File: src/core/e1_tx_pkg.sv
package e1_tx_pkg;
  // ----------------------------------------------------------------
  // Frame geometry
  // ----------------------------------------------------------------
  localparam int unsigned SLOTS_PER_FRAME = 32;
  localparam int unsigned FRAMES_PER_MF   = 16;
  localparam logic [4:0]  SLOT_ALIGN      = 5'h00;  // Alignment slot
  localparam logic [4:0]  SLOT_SIG        = 5'h10;  // Signalling slot
  localparam logic [4:0]  SLOT_LAST       = 5'h1f;
  localparam logic [3:0]  FRAME_LAST      = 4'hf;
  localparam logic [3:0]  FRAME_E1        = 4'hd;   // First error flag frame
  localparam logic [3:0]  FRAME_E2        = 4'hf;   // Second error flag frame
  localparam logic [3:0]  FRAME_SMF2      = 4'h8;   // Start of second half
  // ----------------------------------------------------------------
  // Patterns
  // ----------------------------------------------------------------
  localparam logic [6:0]  ALIGN_WORD      = 7'h1b;  // 0011011
  localparam logic [5:0]  MF_ALIGN        = 6'h0b;  // 001011
  localparam logic [3:0]  SIG_MF_ALIGN    = 4'h0;   // 0000
  localparam logic [7:0]  ALL_ONES        = 8'hff;
  localparam logic [3:0]  CRC_POLY        = 4'h3;   // x^4 + x + 1
endpackage

File: src/core/e1_crc4.sv
`timescale 1ns/1ps
// ------------------------------------------------------------------
// Serial-byte CRC-4 over one sub-multiframe
// ------------------------------------------------------------------
module e1_crc4 (
  // Clock and reset
  input  wire logic       clock_in,
  input  wire logic       sys_rst_in,
  // Byte stream
  input  wire logic       byte_valid_in,
  input  wire logic [7:0] byte_in,
  input  wire logic       smf_start_in,   // First byte of a sub-multiframe
  // Result of the previous sub-multiframe
  output logic [3:0]      crc_out
);
  logic [3:0] rem_ff;   // Running remainder
  logic [3:0] crc_ff;   // Latched result

  // Eight bit steps, msb first
  function automatic logic [3:0] crc_step(input logic [3:0] r, input logic [7:0] d);
    logic [3:0] t;
    t = r;
    for (int i = 7; i >= 0; i--) begin
      if (t[3] ^ d[i]) begin
        t = {t[2:0], 1'b0} ^ e1_tx_pkg::CRC_POLY;
      end else begin
        t = {t[2:0], 1'b0};
      end
    end
    return t;
  endfunction

  // Remainder restarts each sub-multiframe; result moves to next one
  always_ff @(posedge clock_in) begin
    if (sys_rst_in) begin
      rem_ff <= 4'h0;
      crc_ff <= 4'h0;
    end else if (byte_valid_in) begin
      if (smf_start_in) begin
        crc_ff <= rem_ff;
        rem_ff <= crc_step(4'h0, byte_in);
      end else begin
        rem_ff <= crc_step(rem_ff, byte_in);
      end
    end
  end

  // Bypass at the boundary, so C1 of the new half is already current
  assign crc_out = smf_start_in ? rem_ff : crc_ff;
endmodule

File: src/core/e1_tx_fifo.sv
`timescale 1ns/1ps
// ------------------------------------------------------------------
// Small line-side byte FIFO with refresh
// ------------------------------------------------------------------
module e1_tx_fifo #(
  parameter int unsigned DEPTH_LOG2 = 3
) (
  // Clock and reset
  input  wire logic       clock_in,
  input  wire logic       sys_rst_in,
  input  wire logic       refresh_in,   // Empties the FIFO
  // Write side
  input  wire logic       wr_in,
  input  wire logic [7:0] wr_data_in,
  // Read side
  input  wire logic       rd_in,
  output logic [7:0]      rd_data_out,
  output logic            empty_out,
  output logic            full_out
);
  logic [7:0]            mem [2**DEPTH_LOG2];
  logic [DEPTH_LOG2:0]   wp_ff;
  logic [DEPTH_LOG2:0]   rp_ff;
  logic                  do_wr;
  logic                  do_rd;

  assign empty_out   = (wp_ff == rp_ff);
  assign full_out    = (wp_ff[DEPTH_LOG2] != rp_ff[DEPTH_LOG2]) &&
                       (wp_ff[DEPTH_LOG2-1:0] == rp_ff[DEPTH_LOG2-1:0]);
  assign do_wr       = wr_in && !full_out;
  assign do_rd       = rd_in && !empty_out;
  assign rd_data_out = mem[rp_ff[DEPTH_LOG2-1:0]];

  // Storage, no reset needed
  always_ff @(posedge clock_in) begin
    if (do_wr) begin
      mem[wp_ff[DEPTH_LOG2-1:0]] <= wr_data_in;
    end
  end

  // Pointers; refresh reinitialises like reset
  always_ff @(posedge clock_in) begin
    if (sys_rst_in || refresh_in) begin
      wp_ff <= '0;
      rp_ff <= '0;
    end else begin
      if (do_wr) begin
        wp_ff <= wp_ff + 1'b1;
      end
      if (do_rd) begin
        rp_ff <= rp_ff + 1'b1;
      end
    end
  end
endmodule

File: src/core/e1_transmit_frame_generator.sv
// Contract
// - Even frames alignment word, odd bit2 one
// - CRC mode: MF pattern odd, CRC even
// - CRC per sub-multiframe, sent next one
// - Path CRC: pass or recompute CRC
// - CAS: 0000 in frame0 slot16, signalling
// - Idle code substitution, skip slot16 under CAS
// - Remote alarm in NFAS bit3
// - Manual alarm forces bit to one
// - Auto alarm variant0: four receive conditions
// - Auto alarm variant1: two receive conditions
// - Both alarm controls off gives zero
// - Frames 13/15 report received CRC errors
// - Out of sync forces error bits
// - Frame0 slot16 bit6 multiframe alarm, forceable
// - No CRC: spare bits in international bits
// - Reporting off: spare bits frames 13/15
// - Enabled national bits replace selected position
// - Extra bits into slot16 bits 5,7,8
// - Three diagnostic pattern inversions
// - All ones beats everything else
// - Slot16-only or full all ones
// - FIFO buffers output, refresh reinitialises
// - Flag end of multiframe first frame, gated irq
`timescale 1ns/1ps
module e1_transmit_frame_generator #(
  parameter int unsigned FIFO_DEPTH_LOG2 = 3
) (
  // Clock and reset
  input  wire logic       clock_in,
  input  wire logic       sys_rst_in,
  // System side payload
  input  wire logic       tx_valid_in,        // One byte per strobe
  input  wire logic [7:0] tx_system_data_in,
  input  wire logic [3:0] tx_system_signalling_in,
  input  wire logic [3:0] sig_code_in,         // Fixed ABCD code
  input  wire logic [7:0] idle_code_in,
  output logic            tx_ready_out,
  // Frame controls
  input  wire logic       frame_gen_disable_in,
  input  wire logic       crc_multiframe_gen_in,
  input  wire logic       intl_bit_insert_disable_in,
  input  wire logic       path_crc_mode_in,    // 1: keep incoming CRC
  input  wire logic       signalling_enable_in,
  input  wire logic       datalink_enable_in,
  input  wire logic       signalling_source_sel_in,
  input  wire logic       trunk_conditioning_in,
  input  wire logic       payload_ctrl_enable_in,
  input  wire logic [1:0] spare_bits_in,       // [1] FAS and frame 13, [0] NFAS and frame 15
  input  wire logic [3:0] national_bit_values_in,
  input  wire logic [3:0] national_bit_enables_in,
  input  wire logic [2:0] national_bit_position_in,
  input  wire logic       extra_bit_disable_in,
  input  wire logic [2:0] extra_bits_in,
  // Alarm controls
  input  wire logic       manual_remote_alarm_in,
  input  wire logic       auto_remote_alarm_in,
  input  wire logic       alarm_variant_sel_in,
  input  wire logic       far_error_report_disable_in,
  input  wire logic       out_of_sync_ebit_sel_in,
  input  wire logic       mf_alarm_in,
  input  wire logic       mf_alarm_force_en_in,
  input  wire logic       mf_alarm_force_val_in,
  input  wire logic       align_word_invert_in,
  input  wire logic       nfas_bit2_invert_in,
  input  wire logic       sig_mf_pattern_invert_in,
  input  wire logic       slot16_all_ones_in,
  input  wire logic       all_ones_in,
  input  wire logic       tx_fifo_refresh_in,
  // Receive-side conditions
  input  wire logic       rx_frame_loss_in,
  input  wire logic       rx_ais_in,
  input  wire logic       rx_interwork_in,
  input  wire logic       rx_offline_oof_in,
  input  wire logic       rx_crc_err_smf1_in,
  input  wire logic       rx_crc_err_smf2_in,
  input  wire logic       rx_crc_mf_oos_in,
  // Status and interrupt
  input  wire logic       crc_mf_start_clear_in,
  input  wire logic       crc_mf_start_irq_en_in,
  output logic            crc_mf_start_flag_out,
  output logic            irq_out,
  // Line side
  input  wire logic       line_rd_in,
  output logic            line_valid_out,
  output logic [7:0]      line_data_out
);
  // ----------------------------------------------------------------
  // Position counters
  // ----------------------------------------------------------------
  logic [4:0] slot_ff;      // Timeslot within frame
  logic [3:0] frame_ff;     // Frame within multiframe
  logic       take;         // Byte accepted this cycle
  logic       fifo_full;
  logic       fifo_empty;
  logic [7:0] fifo_rd_data;
  logic [7:0] out_byte;     // Byte after all insertion
  logic [3:0] crc_prev;     // Remainder of last sub-multiframe
  logic       smf_start;
  logic       flag_ff;
  logic       irq_ff;
  logic       valid_ff;
  logic [7:0] data_ff;
  logic       ready_ff;

  assign take = tx_valid_in && ready_ff;

  // Slot and frame wrap together
  always_ff @(posedge clock_in) begin
    if (sys_rst_in) begin
      slot_ff  <= 5'h00;
      frame_ff <= 4'h0;
    end else if (take) begin
      if (slot_ff == e1_tx_pkg::SLOT_LAST) begin
        slot_ff  <= 5'h00;
        frame_ff <= frame_ff + 4'h1;
      end else begin
        slot_ff <= slot_ff + 5'h01;
      end
    end
  end

  // ----------------------------------------------------------------
  // Insertion helpers
  // ----------------------------------------------------------------
  logic cas_on;
  logic rai_bit;
  logic intl_bit;
  logic ebit_err;
  logic sa_hit;

  assign cas_on    = signalling_enable_in && datalink_enable_in;
  assign smf_start = (slot_ff == e1_tx_pkg::SLOT_ALIGN) &&
                     ((frame_ff == 4'h0) || (frame_ff == e1_tx_pkg::FRAME_SMF2));

  // Remote alarm selection
  always_comb begin
    if (manual_remote_alarm_in) begin
      rai_bit = 1'b1;
    end else if (auto_remote_alarm_in && !alarm_variant_sel_in) begin
      rai_bit = rx_frame_loss_in || rx_ais_in ||
                rx_interwork_in || rx_offline_oof_in;
    end else if (auto_remote_alarm_in) begin
      rai_bit = rx_frame_loss_in || rx_ais_in;
    end else begin
      rai_bit = 1'b0;
    end
  end

  // Error flag for frames 13 and 15
  always_comb begin
    if (rx_crc_mf_oos_in) begin
      ebit_err = out_of_sync_ebit_sel_in;
    end else if (frame_ff == e1_tx_pkg::FRAME_E1) begin
      ebit_err = !rx_crc_err_smf1_in;
    end else begin
      ebit_err = !rx_crc_err_smf2_in;
    end
  end

  // International bit content
  always_comb begin
    if (!crc_multiframe_gen_in) begin
      intl_bit = frame_ff[0] ? spare_bits_in[0] : spare_bits_in[1];
    end else if (!frame_ff[0]) begin
      // CRC bits C1..C4 in even frames of each half
      intl_bit = crc_prev[3 - frame_ff[2:1]];
    end else if (frame_ff == e1_tx_pkg::FRAME_E1 ||
                 frame_ff == e1_tx_pkg::FRAME_E2) begin
      if (far_error_report_disable_in) begin
        intl_bit = (frame_ff == e1_tx_pkg::FRAME_E1) ?
                   spare_bits_in[1] : spare_bits_in[0];
      end else begin
        intl_bit = ebit_err;
      end
    end else begin
      intl_bit = e1_tx_pkg::MF_ALIGN[5 - frame_ff[3:1]];
    end
  end

  // National bit position decode, bits 1:0 pick the bit, odd frames only
  assign sa_hit = frame_ff[0] && national_bit_enables_in[national_bit_position_in[1:0]];

  // ----------------------------------------------------------------
  // Byte builder, all ones applied last so it wins
  // ----------------------------------------------------------------
  always_comb begin
    out_byte = tx_system_data_in;
    if (slot_ff == e1_tx_pkg::SLOT_ALIGN) begin
      if (!frame_gen_disable_in) begin
        if (!frame_ff[0]) begin
          out_byte[6:0] = align_word_invert_in ? ~e1_tx_pkg::ALIGN_WORD
                                               : e1_tx_pkg::ALIGN_WORD;
        end else begin
          out_byte[6] = !nfas_bit2_invert_in;
          out_byte[5] = rai_bit;
          if (sa_hit) begin
            out_byte[3'h4 - {1'b0, national_bit_position_in[1:0]}] =
              national_bit_values_in[national_bit_position_in[1:0]];
          end
        end
      end
      if (!intl_bit_insert_disable_in &&
          !(crc_multiframe_gen_in && path_crc_mode_in && !frame_ff[0])) begin
        out_byte[7] = intl_bit;
      end
    end else if (slot_ff == e1_tx_pkg::SLOT_SIG && cas_on) begin
      if (frame_ff == 4'h0) begin
        out_byte[7:4] = sig_mf_pattern_invert_in ? ~e1_tx_pkg::SIG_MF_ALIGN
                                                 : e1_tx_pkg::SIG_MF_ALIGN;
        out_byte[2] = mf_alarm_force_en_in ? mf_alarm_force_val_in
                                           : mf_alarm_in;
        if (!extra_bit_disable_in) begin
          out_byte[3] = extra_bits_in[2];
          out_byte[1] = extra_bits_in[1];
          out_byte[0] = extra_bits_in[0];
        end
      end else begin
        out_byte[3:0] = signalling_source_sel_in ? sig_code_in
                                                 : tx_system_signalling_in;
      end
    end else if (trunk_conditioning_in && payload_ctrl_enable_in) begin
      out_byte = idle_code_in;
    end
    if (trunk_conditioning_in && payload_ctrl_enable_in && !cas_on &&
        slot_ff == e1_tx_pkg::SLOT_SIG) begin
      out_byte = idle_code_in;
    end
    if (all_ones_in || (slot16_all_ones_in && slot_ff == e1_tx_pkg::SLOT_SIG)) begin
      out_byte = e1_tx_pkg::ALL_ONES;
    end
  end

  // ----------------------------------------------------------------
  // CRC engine and FIFO
  // ----------------------------------------------------------------
  e1_crc4 u_crc (
    .clock_in      (clock_in),
    .sys_rst_in    (sys_rst_in),
    .byte_valid_in (take),
    .byte_in       (out_byte),
    .smf_start_in  (smf_start),
    .crc_out       (crc_prev)
  );

  e1_tx_fifo #(
    .DEPTH_LOG2 (FIFO_DEPTH_LOG2)
  ) u_fifo (
    .clock_in    (clock_in),
    .sys_rst_in  (sys_rst_in),
    .refresh_in  (tx_fifo_refresh_in),
    .wr_in       (take),
    .wr_data_in  (out_byte),
    .rd_in       (line_rd_in && valid_ff),
    .rd_data_out (fifo_rd_data),
    .empty_out   (fifo_empty),
    .full_out    (fifo_full)
  );

  // Ready rests a cycle after each take: half rate, but no lost byte
  always_ff @(posedge clock_in) begin
    if (sys_rst_in) begin
      ready_ff <= 1'b0;
    end else begin
      ready_ff <= !fifo_full && !take;
    end
  end

  // Line outputs registered from FIFO head
  always_ff @(posedge clock_in) begin
    if (sys_rst_in || tx_fifo_refresh_in) begin
      valid_ff <= 1'b0;
      data_ff  <= 8'h00;
    end else begin
      valid_ff <= !fifo_empty && !(line_rd_in && valid_ff);
      data_ff  <= fifo_rd_data;
    end
  end

  // ----------------------------------------------------------------
  // Multiframe start flag, set wins over clear
  // ----------------------------------------------------------------
  always_ff @(posedge clock_in) begin
    if (sys_rst_in) begin
      flag_ff <= 1'b0;
      irq_ff  <= 1'b0;
    end else begin
      if (take && crc_multiframe_gen_in && frame_ff == 4'h0 &&
          slot_ff == e1_tx_pkg::SLOT_LAST) begin
        flag_ff <= 1'b1;
      end else if (crc_mf_start_clear_in) begin
        flag_ff <= 1'b0;
      end
      irq_ff <= flag_ff && crc_mf_start_irq_en_in;
    end
  end

  assign tx_ready_out          = ready_ff;
  assign crc_mf_start_flag_out = flag_ff;
  assign irq_out               = irq_ff;
  assign line_valid_out        = valid_ff;
  assign line_data_out         = data_ff;
endmodule

File: config.mk
export PLATFORM = sky130hd
export DESIGN_NAME = e1_transmit_frame_generator
export DESIGN_NICKNAME = d
export VERILOG_FILES = /design/src/core/e1_tx_pkg.sv /design/src/core/e1_crc4.sv /design/src/core/e1_tx_fifo.sv /design/src/core/e1_transmit_frame_generator.sv
export SDC_FILE = /design/constraint.sdc
export NUM_CORES = 1
export LEC_CHECK = 0
export BUFFER_PORTS_ARGS = -buffer_cell sky130_fd_sc_hd__buf_4
export CAP_MARGIN = 15
export CORE_ASPECT_RATIO = 1.25
export CORE_MARGIN = 8
export CORE_UTILIZATION = 50
export DETAILED_ROUTE_END_ITERATION = 8
export GPL_TIMING_DRIVEN = 0
export PLACE_DENSITY = 0.73
export SETUP_SLACK_MARGIN = 0.05
export SYNTH_ARGS = -nofsm -noshare
export SYNTH_HDL_FRONTEND = slang
export SYNTH_SLANG_ARGS = --single-unit
File: constraint.sdc
create_clock -name clock_in -period 4.1 [get_ports clock_in]
set_clock_uncertainty 0.15 [all_clocks]
set_input_delay 0.41 -clock clock_in [delete_from_list [all_inputs] [get_ports clock_in]]
set_output_delay 0.41 -clock clock_in [all_outputs]
set_load 0.02 [all_outputs]
Yosys cells after proc, flatten, opt, wreduce, memory -nomap -nowiden --
Memory sizes are Yosys's and may differ from the RTL's. A register that Yosys moved wholly into a read port is not among the register bits. Index checks and enable logic that the tools add are counted. Widths: inputs -> output; s select.
Operators by class: add/subtract/negate cells 7, magnitude comparators 5, eq/ne operators 8, mux-type cells 104, bitwise gates (word level) 30, reductions and logical operators 47
Operators with widths (number):
- $mux 4 | 48
- $mux 8 | 7
- $mux 2 | 17
- $lt 32x3->1 const B | 1
- $lt 32x4->1 const B | 1
- $not 2->2 | 15
- $logic_and 1x1->1 | 24
- $mux 1 | 24
- $xor 1x1->1 | 15
- $mux 7 | 2
- $add 4x1->4 const B | 3
- $eq 4x4->1 const B | 3
- $logic_not 1->1 | 12
- $eq 5x5->1 const B | 2
- $bwmux 8 | 1
- $logic_or 1x1->1 | 7
- $bmux 1 s2 | 3
- $add 5x1->5 const B | 1
- $logic_not 5->1 | 1
- $mux 5 | 1
- $eq 4x4->1 | 1
- $logic_not 4->1 | 1
- $lt 3x4->1 const B | 1
- $sub 3x3->4 const A | 1
- 9 further kinds | 9
Word-level totals: register bits after elaboration 29, bits in writable memories 64, bits in read-only memories 8, input port bits 77, logic and storage cells 213, memories kept 2
Memory list:
- u_fifo.mem | words 8, bits a word 8, read ports 1, clocked after memory_dff 1, wr ports 1, RTL line e1_tx_fifo.sv:21 | logic [7:0] mem [2**DEPTH_LOG2];
- (no name shown) | words 8, bits a word 1, read ports 1, clocked after memory_dff 0, wr ports 0, RTL line e1_transmit_frame_generator.sv:177 | intl_bit = e1_tx_pkg::MF_ALIGN[5 - frame_ff[3:1]];

Longest topological paths before layout --
Gate-level depths: netlist (run 1).
depth after elaboration 51, depth in mapped cells 13

Cells and area by module --
A second synthesis (run 1) with hierarchy kept.
Second synthesis, totals: cell total of the unflattened synthesis 503, area, all modules 5931.9 sq um
By module, submodules not included:
- e1_tx_fifo | instances 1, cells each 179, area each 3265.6 sq um, seq. area each 2142.1 sq um
- e1_transmit_frame_generator | instances 1, cells each 248, area each 1996.9 sq um, seq. area each 420.4 sq um
- e1_crc4 | instances 1, cells each 76, area each 669.4 sq um, seq. area each 160.2 sq um

Worst setup path before layout (run 1) --
No wires, ideal clock.
path kind register to register, from register slot_ff[0], to register u_crc.rem_ff[2], data arrival time 3.411 ns, data required time 3.876 ns, setup slack 0.464 ns, cell stages (with the launch flop) 14, buffers on the path 1, period minus slack after synthesis 3.636 ns, path through dfxtp_1 inv_1 ha_1 or4b_4 or2_1 buf_6 mux4_2 or3_4 a31oi_4 xnor2_2 xnor2_2 xnor2_1 or4b_1 a31oi_1
Between the ends: longest elaborated chain between the ends 39, elaborated cells between the ends (all ways) 89, those cells by class eq/ne (1); mux (65); bitwise (17); reduce/logical (6)
RTL lines:
- start: declaration | RTL line e1_transmit_frame_generator.sv:91 | logic [4:0] slot_ff;
- start signal: assignment | RTL line e1_transmit_frame_generator.sv:118 | slot_ff <= slot_ff + 5'h01;
- $logic_not 5->1 | RTL line e1_transmit_frame_generator.sv:133, e1_transmit_frame_generator.sv:189
- $logic_and 1x1->1 | RTL line e1_transmit_frame_generator.sv:133 | assign smf_start = (slot_ff == e1_tx_pkg::SLOT_ALIGN) &&
- $mux 4
- $bmux 1 s2 | RTL line e1_transmit_frame_generator.sv:167 | intl_bit = crc_prev[3 - frame_ff[2:1]];
- $mux 1 (implied by the code) | RTL line e1_transmit_frame_generator.sv:167
- $mux 1 | RTL line e1_transmit_frame_generator.sv:165 | end else if (!frame_ff[0]) begin
- $mux 1 | RTL line e1_transmit_frame_generator.sv:163 | if (!crc_multiframe_gen_in) begin
- $mux 1 | RTL line e1_transmit_frame_generator.sv:203 | if (!intl_bit_insert_disable_in &&
- [... 23 more ...]
- $mux 4 | RTL line e1_crc4.sv:38 | end else if (byte_valid_in) begin
- $mux 4 | RTL line e1_crc4.sv:35 | if (sys_rst_in) begin
- $xor 1x1->1 | RTL line e1_crc4.sv:24 | if (t[3] ^ d[i]) begin
- $mux 2 | RTL line e1_crc4.sv:24
- $mux 4 | RTL line e1_crc4.sv:39 | if (smf_start_in) begin
- $mux 4 | RTL line e1_crc4.sv:38
- $mux 4 | RTL line e1_crc4.sv:35
- $mux 4 (*) | RTL line e1_crc4.sv:39
- end signal: assignment | RTL line e1_crc4.sv:41 | rem_ff <= crc_step(4'h0, byte_in);
- end signal: assignment | RTL line e1_crc4.sv:43 | rem_ff <= crc_step(rem_ff, byte_in);
- end: declaration | RTL line e1_crc4.sv:16 | logic [3:0] rem_ff;
Every way passes the cells marked *; elsewhere a longest branch is shown, timed or not. The select of a mux whose other input is x is not followed. A chain may end at the register's enable or synchronous reset.

Final worst setup path (run 1) --
Same ends and word-level chain as after synthesis.

==> results of run 1 <==
logic make-up (layout without fill, tap and decap cells):
| logic type | after synthesis | count (layout) | share of synthesized area (%) |
|---|---|---|---|
| adders and majority gates | 15 | 15 | 3.50 |
| AOI/OAI and AO/OA | 86 | 86 | 10.8 |
| DFF | 101 | 101 | 49.7 |
| muxes | 49 | 49 | 14.0 |
| buffers and inverters | 34 | 144 | 2.66 |
| xor gates and xnor gates | 34 | 34 | 6.09 |
| and+or+nand+nor | 149 | 149 | 13.3 |
stage by stage:
| stage | instances | total power (uW) | worst slack [ps] |
|---|---|---|---|
| 3_3_place_gp | 687 | 1490 | -474 |
| 5_1_grt | 710 | 2400 | 58.4 |
| 6_report | 710 | 2320 | 168 |
| 3_5_place_dp | 691 | 1500 | -345 |
| 2_1_floorplan | 468 | 1370 | 464 |
| 4_1_cts | 709 | 2320 | 51.5 |
final cells by class:
type / count / area [um^2] / area share (%)
Timing Repair Buffer: 94 / 698 / 10.7
Multi-Input combinational cell: 333 / 2580 / 39.5
Clock inverter: 4 / 48.8 / 0.747
Tap cell: 132 / 165 / 2.53
Sequential cell: 101 / 2660 / 40.8
Inverter: 14 / 52.6 / 0.805
Clock buffer: 12 / 236 / 3.62
Buffer: 20 / 90.1 / 1.38
registers in the layout (all words and copies together) (netlist names):
name	flops
u_fifo.mem	64
line_data_out	8
slot_ff	5
frame_ff	4
u_crc.crc_ff	4
u_crc.rem_ff	4
u_fifo.rp_ff	4
u_fifo.wp_ff	4
crc_mf_start_flag_out	1
irq_out	1
line_valid_out	1
tx_ready_out	1
cells in the mapped netlist (4+ instances only):
cell and count:
mux4_2 19, a31oi_1 6, xnor2_1 21, a21o_1 4
nand2b_1 5, a21oi_1 23, nand3_1 10, xor2_1 10
o31ai_1 4, nor3_1 8, mux2i_1 23, mux2_2 6
nand2_1 45, o21ai_0 18, clkbuf_1 14, ha_1 15
dfxtp_1 37, or3_1 4, nor2_1 51, inv_1 14
buf_1 4, edfxtp_1 64
what timing repair did:
action,in CTS,in global routing
pin swaps,1,1
resized for setup,3,3
setup buffers,2,1
endpoints found under the setup margin,3,3
report_power, final:
group          internal [uW]  switching, uW  leakage (uW)  total [uW]
combinational            187            194       0.00141         381
sequential              1110           11.2      0.000868        1120
clock                    473            352      0.000141         825
total                   1770            557       0.00242        2320
routing by layer:
layer	vias up	GRT usage (%)	share of wire, %
met2	127	32.4	53
met5	-	0	0
met3	21	4.01	5.3
met1	1953	20.3	40
met4	0	8.16	2.3
li1	1948	-	-
path summary, 6_finish.rpt:
check,from,to,slack [ps],cells after the start
max,slot_ff[0],u_crc.rem_ff[2],170,13
min,crc_mf_start_irq_en_in,irq_out,150,3
min reg2reg,u_crc.crc_ff[0],u_crc.crc_ff[0],310,2
max reg2reg,slot_ff[0],u_crc.rem_ff[2],170,13
cell usage in the layout, fill, tap and decap left out, types with 3 or more instances in the layout:
master,instances
nand2b_1,5
clkbuf_1,17
ha_1,15
nand3b_1,3
buf_1,4
or3_1,4
nand4_1,3
clkbuf_16,9
nor3_1,8
mux2_2,6
mux4_2,19
buf_2,3
xnor2_1,20
a21oi_1,23
a31oi_1,6
buf_4,91
edfxtp_1,64
mux2i_1,23
a21o_1,4
nand2_1,45
inv_1,14
nand3_1,9
o21ai_0,16
xor2_1,10
dfxtp_1,37
nor2_1,51
nor2b_1,3
o31ai_1,4
a211oi_1,3
xnor2_2,3
worst register-to-register path, stage by stage, from the launching register on:
cell	delay [ps]
dfxtp_1	360
inv_1	70
ha_1	200
or4b_4	530
or2_1	260
buf_6	140
mux4_2	440
or3_4	350
a31oi_4	230
xnor2_2	120
xnor2_2	230
xnor2_1	160
or4b_1	490
a31oi_1	130
==> metrics.txt, run 1 <==
Max Cap Viol=0; total negative slack=0 ps; ys async rst share=0%; port buffer count=87; Clock Latency Late Sink=350 ps; DRC=0; number of core rows=between 40 and 50; CP dominant cell by count=xnor2_2; largest cells by area after synthesis=edfxtp_1 (36%), dfxtp_1 (14%), mux4_2 (8.0%); WP data required=~4200 ps; global-route wire length before repair=approximately 20,000 um; fin. max-slew vios=0; IR Drop Worst-Case VDD=around 260 uV; initial core utilization=roughly half; Die ar.=about 0.014 mm^2; crit path time final=between 3000 and 4000 ps; Synth warnings=0; sequential fraction of the synthesis area=49.7%; crit path max fanout=6; endpoint type of the worst setup path=flip-flop; number of fill cells=863; Synth Cell Area=roughly 0.0054 mm^2; DIE WIDTH=about 110 um; DRT antenna net count=0; Slowest Stage Delay on Critical Path=530 ps; Worst EP arrival=slightly above 4000 ps; fmax=between 0.2 and 0.3 GHz; area leader, netlist=edfxtp_1; status=finished, final reports clean; Tightest Pin Transition=between 1000 and 1500 ps; Mapped Avg Cell Area=11.5 um^2; GR Overflow Total=0; setup violators final=0; GRT Overall Usage=about 18%; antenna violations before repair=0; Slew headroom=between 20% and 30%; Clock transition at path regs=about 70 ps; Tcrit/Tclk final=approximately 96%; critical path's slowest cell=or4b_4; core area=about 0.011 mm^2; IO Count=89; CP cell instances=inv_1 > ha_1 > or4b_4 > or2_1 > buf_6 > mux4_2 > or3_4 > a31oi_4 > xnor2_2 > xnor2_2 > xnor2_1 > or4b_1 > a31oi_1; Hold WS=around 150 ps; H-tree levels=3; # diodes=0; TritonCTS clock tree=built; CP top delay family=simple AND/OR/NAND/NOR gates; leakage=between 0.002 and 0.0025 uW; CTS Buffer Depth=2; Via Count=slightly above 4,000; 1st-pass router iterations=5; GPL Wtd Cong=0.877; hold crit path type=primary input to flip-flop; Via-to-Cell Ratio=between 5 and 6; Final Instance Area=approximately 0.0065 mm^2; hpwl dp=between 9000 and 10,000 um; Unique masters post-synth=64; P&R area growth vs syn=21.8%; CTS Root Cell=clkbuf_16; area share of the largest cell type after synthesis=35.9%; layout cell share with drive strength beyond 1=about a quarter; Seq cells post-synth=101; CTS sink cnt=about 100; Die H=between 100 and 150 um; Hold Vio Cnt, Final=0; RSZ-0062 raised after global routing=no; initial DRC count=about 230; Gate Count Post-Synth=around 470; Inserted Clock Buffers=9; post-synth net total=between 500 and 600; critical path type=flip-flop to flip-flop; Synth Flop Type=edfxtp_1; DRT Wirelength=between 10,000 and 15,000 um; pwr dens=about 360 mW/mm^2; Post-DP Area=around 0.0062 mm^2; Setup crit start kind=flip-flop; wire per inst=18.1 um; post-layout util=62.1%; Post-synth EDFFs=64; vias in the first global route=between 4,000 and 5,000; nets@finish=665; WP buf/inv=2; CTS Hold Bufs=0; largest net degree at the start of global routing=16
Note: power is estimated with default switching activity, not from simulation.
==> run 2: changes to the inputs <==
--- a/config.mk
+++ b/config.mk
@@ -5,7 +5,7 @@
 export SDC_FILE = /design/constraint.sdc
 export NUM_CORES = 1
 export LEC_CHECK = 0
-export BUFFER_PORTS_ARGS = -buffer_cell sky130_fd_sc_hd__buf_4
+export BUFFER_PORTS_ARGS = -buffer_cell sky130_fd_sc_hd__buf_2
 export CAP_MARGIN = 15
 export CORE_ASPECT_RATIO = 1.25
 export CORE_MARGIN = 8
==> metrics.txt, run 2 (synthesis gave the netlist of run 1 again) <==
layout cell share with drive strength beyond 1=25.8% (+0.045 points); Tightest Pin Transition=1110 ps (+54.4 ps); core area=0.0105 mm^2 (unchanged); Worst EP arrival=4080 ps (+30 ps); commonest cells after routing, fill and taps aside=buf_2 (87), edfxtp_1 (64), nor2_1 (51); area of the multi-input gates=0.00258 mm^2 (unchanged); Tcrit/Tclk final=97.0% (+1.1 points); vias in the first global route=4,242 (+0.98%); TritonCTS clock tree=built; DIE WIDTH=109 um (unchanged); port buffer count=87 (unchanged); fin. max-slew vios=0 (unchanged); setup violators final=0 (unchanged); Reg area=0.00266 mm^2 (unchanged); reg-to-reg endpoint=u_crc.rem_ff[2]; DRT antenna net count=0 (unchanged); largest net degree at the start of global routing=17 (+1); DRC=0 (unchanged); Clock transition at path regs=70 ps (about the same); Worst R2R Path Depth=13 (unchanged); Slew headroom=25.8% (-3.6 points); leakage=0.00234 uW (-3.1%); crit path time final=3980 ps (+43.3 ps); status=finished, final reports clean; reg2reg start=slot_ff[0]; total negative slack=0 ps (unchanged); initial DRC count=175 (-22%); P&R area growth vs syn=17.7%; Hold Vio Cnt, Final=0 (unchanged); Clock Latency Late Sink=340 ps (about the same); fmax=0.252 GHz (-1.1%); CTS Root Cell=clkbuf_16; GR Overflow Total=0 (unchanged); RSZ-0062 raised after global routing=yes; hpwl dp=9570 um (about the same); pwr dens=358 mW/mm^2 (+0.70%); critical path type=flip-flop to flip-flop; commonest non-fill, non-tap cell in the layout=buf_2; nets@finish=664 (-0.15%); max FFs per register=64 (unchanged); Non-Filler Instances=709 (-0.14%); Die ar.=0.0143 mm^2 (unchanged); H-tree levels=3 (unchanged); initial core utilization=51.0% (unchanged); hold endpoint=irq_out; Place WS=-293 ps (+52.1 ps); WP data required=4210 ps (about the same); setup ws final=125 ps (-43.3 ps); hold crit path type=primary input to flip-flop; endpoint type of the worst setup path=flip-flop; Setup crit start kind=flip-flop; r2r setup slk=120 ps (-40 ps); Die H=132 um (unchanged); Inserted Clock Buffers=9 (unchanged); crit path max fanout=6 (unchanged); Placed Cells incl. Taps=690 (-0.14%); antenna violations before repair=0 (unchanged); IO Count=89 (unchanged); GRT Overall Usage=18.0% (-0.31 points); Via Count=4,077 (+0.69%); Hold WS=149 ps (+3.75 ps); number of fill cells=888 (+2.9%); hold_sp=crc_mf_start_irq_en_in; CTS Buffer Depth=2 (unchanged); DRT Wirelength=12,400 um (-3.4%); CTS Hold Bufs=0 (unchanged); global-route wire length before repair=20,600 um (+0.20%); # diodes=0 (unchanged); 1st-pass router iterations=5 (unchanged); post-layout util=60.0% (-2.1 points); WHS Path Cells=3 (unchanged); GPL Wtd Cong=0.872 (-0.60%); Via-to-Cell Ratio=5.75 (+0.83%); CTS sink cnt=101 (unchanged); number of core rows=42 (unchanged); IR Drop Worst-Case VDD=206 uV (-22%); wire per inst=17.5 um (-3.3%); Max Cap Viol=0 (unchanged)
-- run 2: cell types whose count changed in the layout (fill, tap and decap cells not counted) --
cell	delta
clkdlybuf4s15_2	+1
clkbuf_8	+1
bufinv_16	-1
clkinv_2	-2
inv_4	+1
clkinvlp_4	+1
buf_4	-87
inv_6	+1
clkbuf_4	+1
clkbuf_1	-1
buf_2	+84
-- run 2: final cells by class --
cell class | count | area share, %
clock inverter | 4 | 0.496
tap | 132 | 2.62
multi-input combinational | 333 | 40.8
clock buffer | 12 | 3.91
buffer | 20 | 1.43
inverter | 14 | 0.833
sequential | 101 | 42.2
timing repair buffer | 93 | 7.67
-- run 2: how the worst max path moves through the flow --
| stage | from | end | slack, ps | cells after the start |
|---|---|---|---|---|
| final | slot_ff[0] | u_crc.rem_ff[2] | 120 | 13 |
| after global routing | slot_ff[0] | u_crc.rem_ff[2] | -10 | 13 |
| after CTS | slot_ff[0] | u_crc.rem_ff[2] | 60 | 11 |
| after detailed placement | national_bit_position_in[1] | u_crc.rem_ff[0] | -290 | 11 |
| after global placement | slot_ff[0] | u_crc.rem_ff[0] | -450 | 11 |
| after floorplan | slot_ff[0] | u_crc.rem_ff[2] | 460 | 13 |
-- run 2: report_power, final --
group          leakage, uW  switching (uW)  internal [uW]
combinational      0.00134             192            164
sequential        0.000868            10.9           1110
clock             0.000134             354            432
total              0.00234             557           1700
-- run 2: stage by stage --
| step | instance area [um^2] | power, uW |
|---|---|---|
| after floorplan | 5360 | 1370 |
| after global placement | 5960 | 1470 |
| after global routing | 6310 | 2350 |
| after detailed placement | 5990 | 1480 |
| final | 6310 | 2260 |
| after CTS | 6280 | 2260 |
-- run 2: worst max-delay path, cell delays in order, from the launching register on --
cell,delay [ps]
dfxtp_1,360
inv_1,80
ha_1,200
or4b_4,540
or2_1,260
buf_6,140
mux4_2,430
or3_4,350
a31oi_4,260
xnor2_2,180
xnor2_2,170
xnor2_1,140
or4b_1,480
a31oi_1,150
-- run 2: what timing repair did --
action / 4_1_cts / 5_1_grt
setup buffers: 0 / 2
gates cloned: 0 / 0
pin swaps: 0 / 2
setup endpoints to repair: 3 / 3
gates resized for setup: 4 / 2
-- run 2: routing by layer --
metal	share of wire, %	vias to the layer above	track usage [%]
met1	39	1978	20.4
met4	1.8	0	6.25
met3	5.0	23	3.96
li1	-	1953	-
met5	0	-	0
met2	54	123	32.1
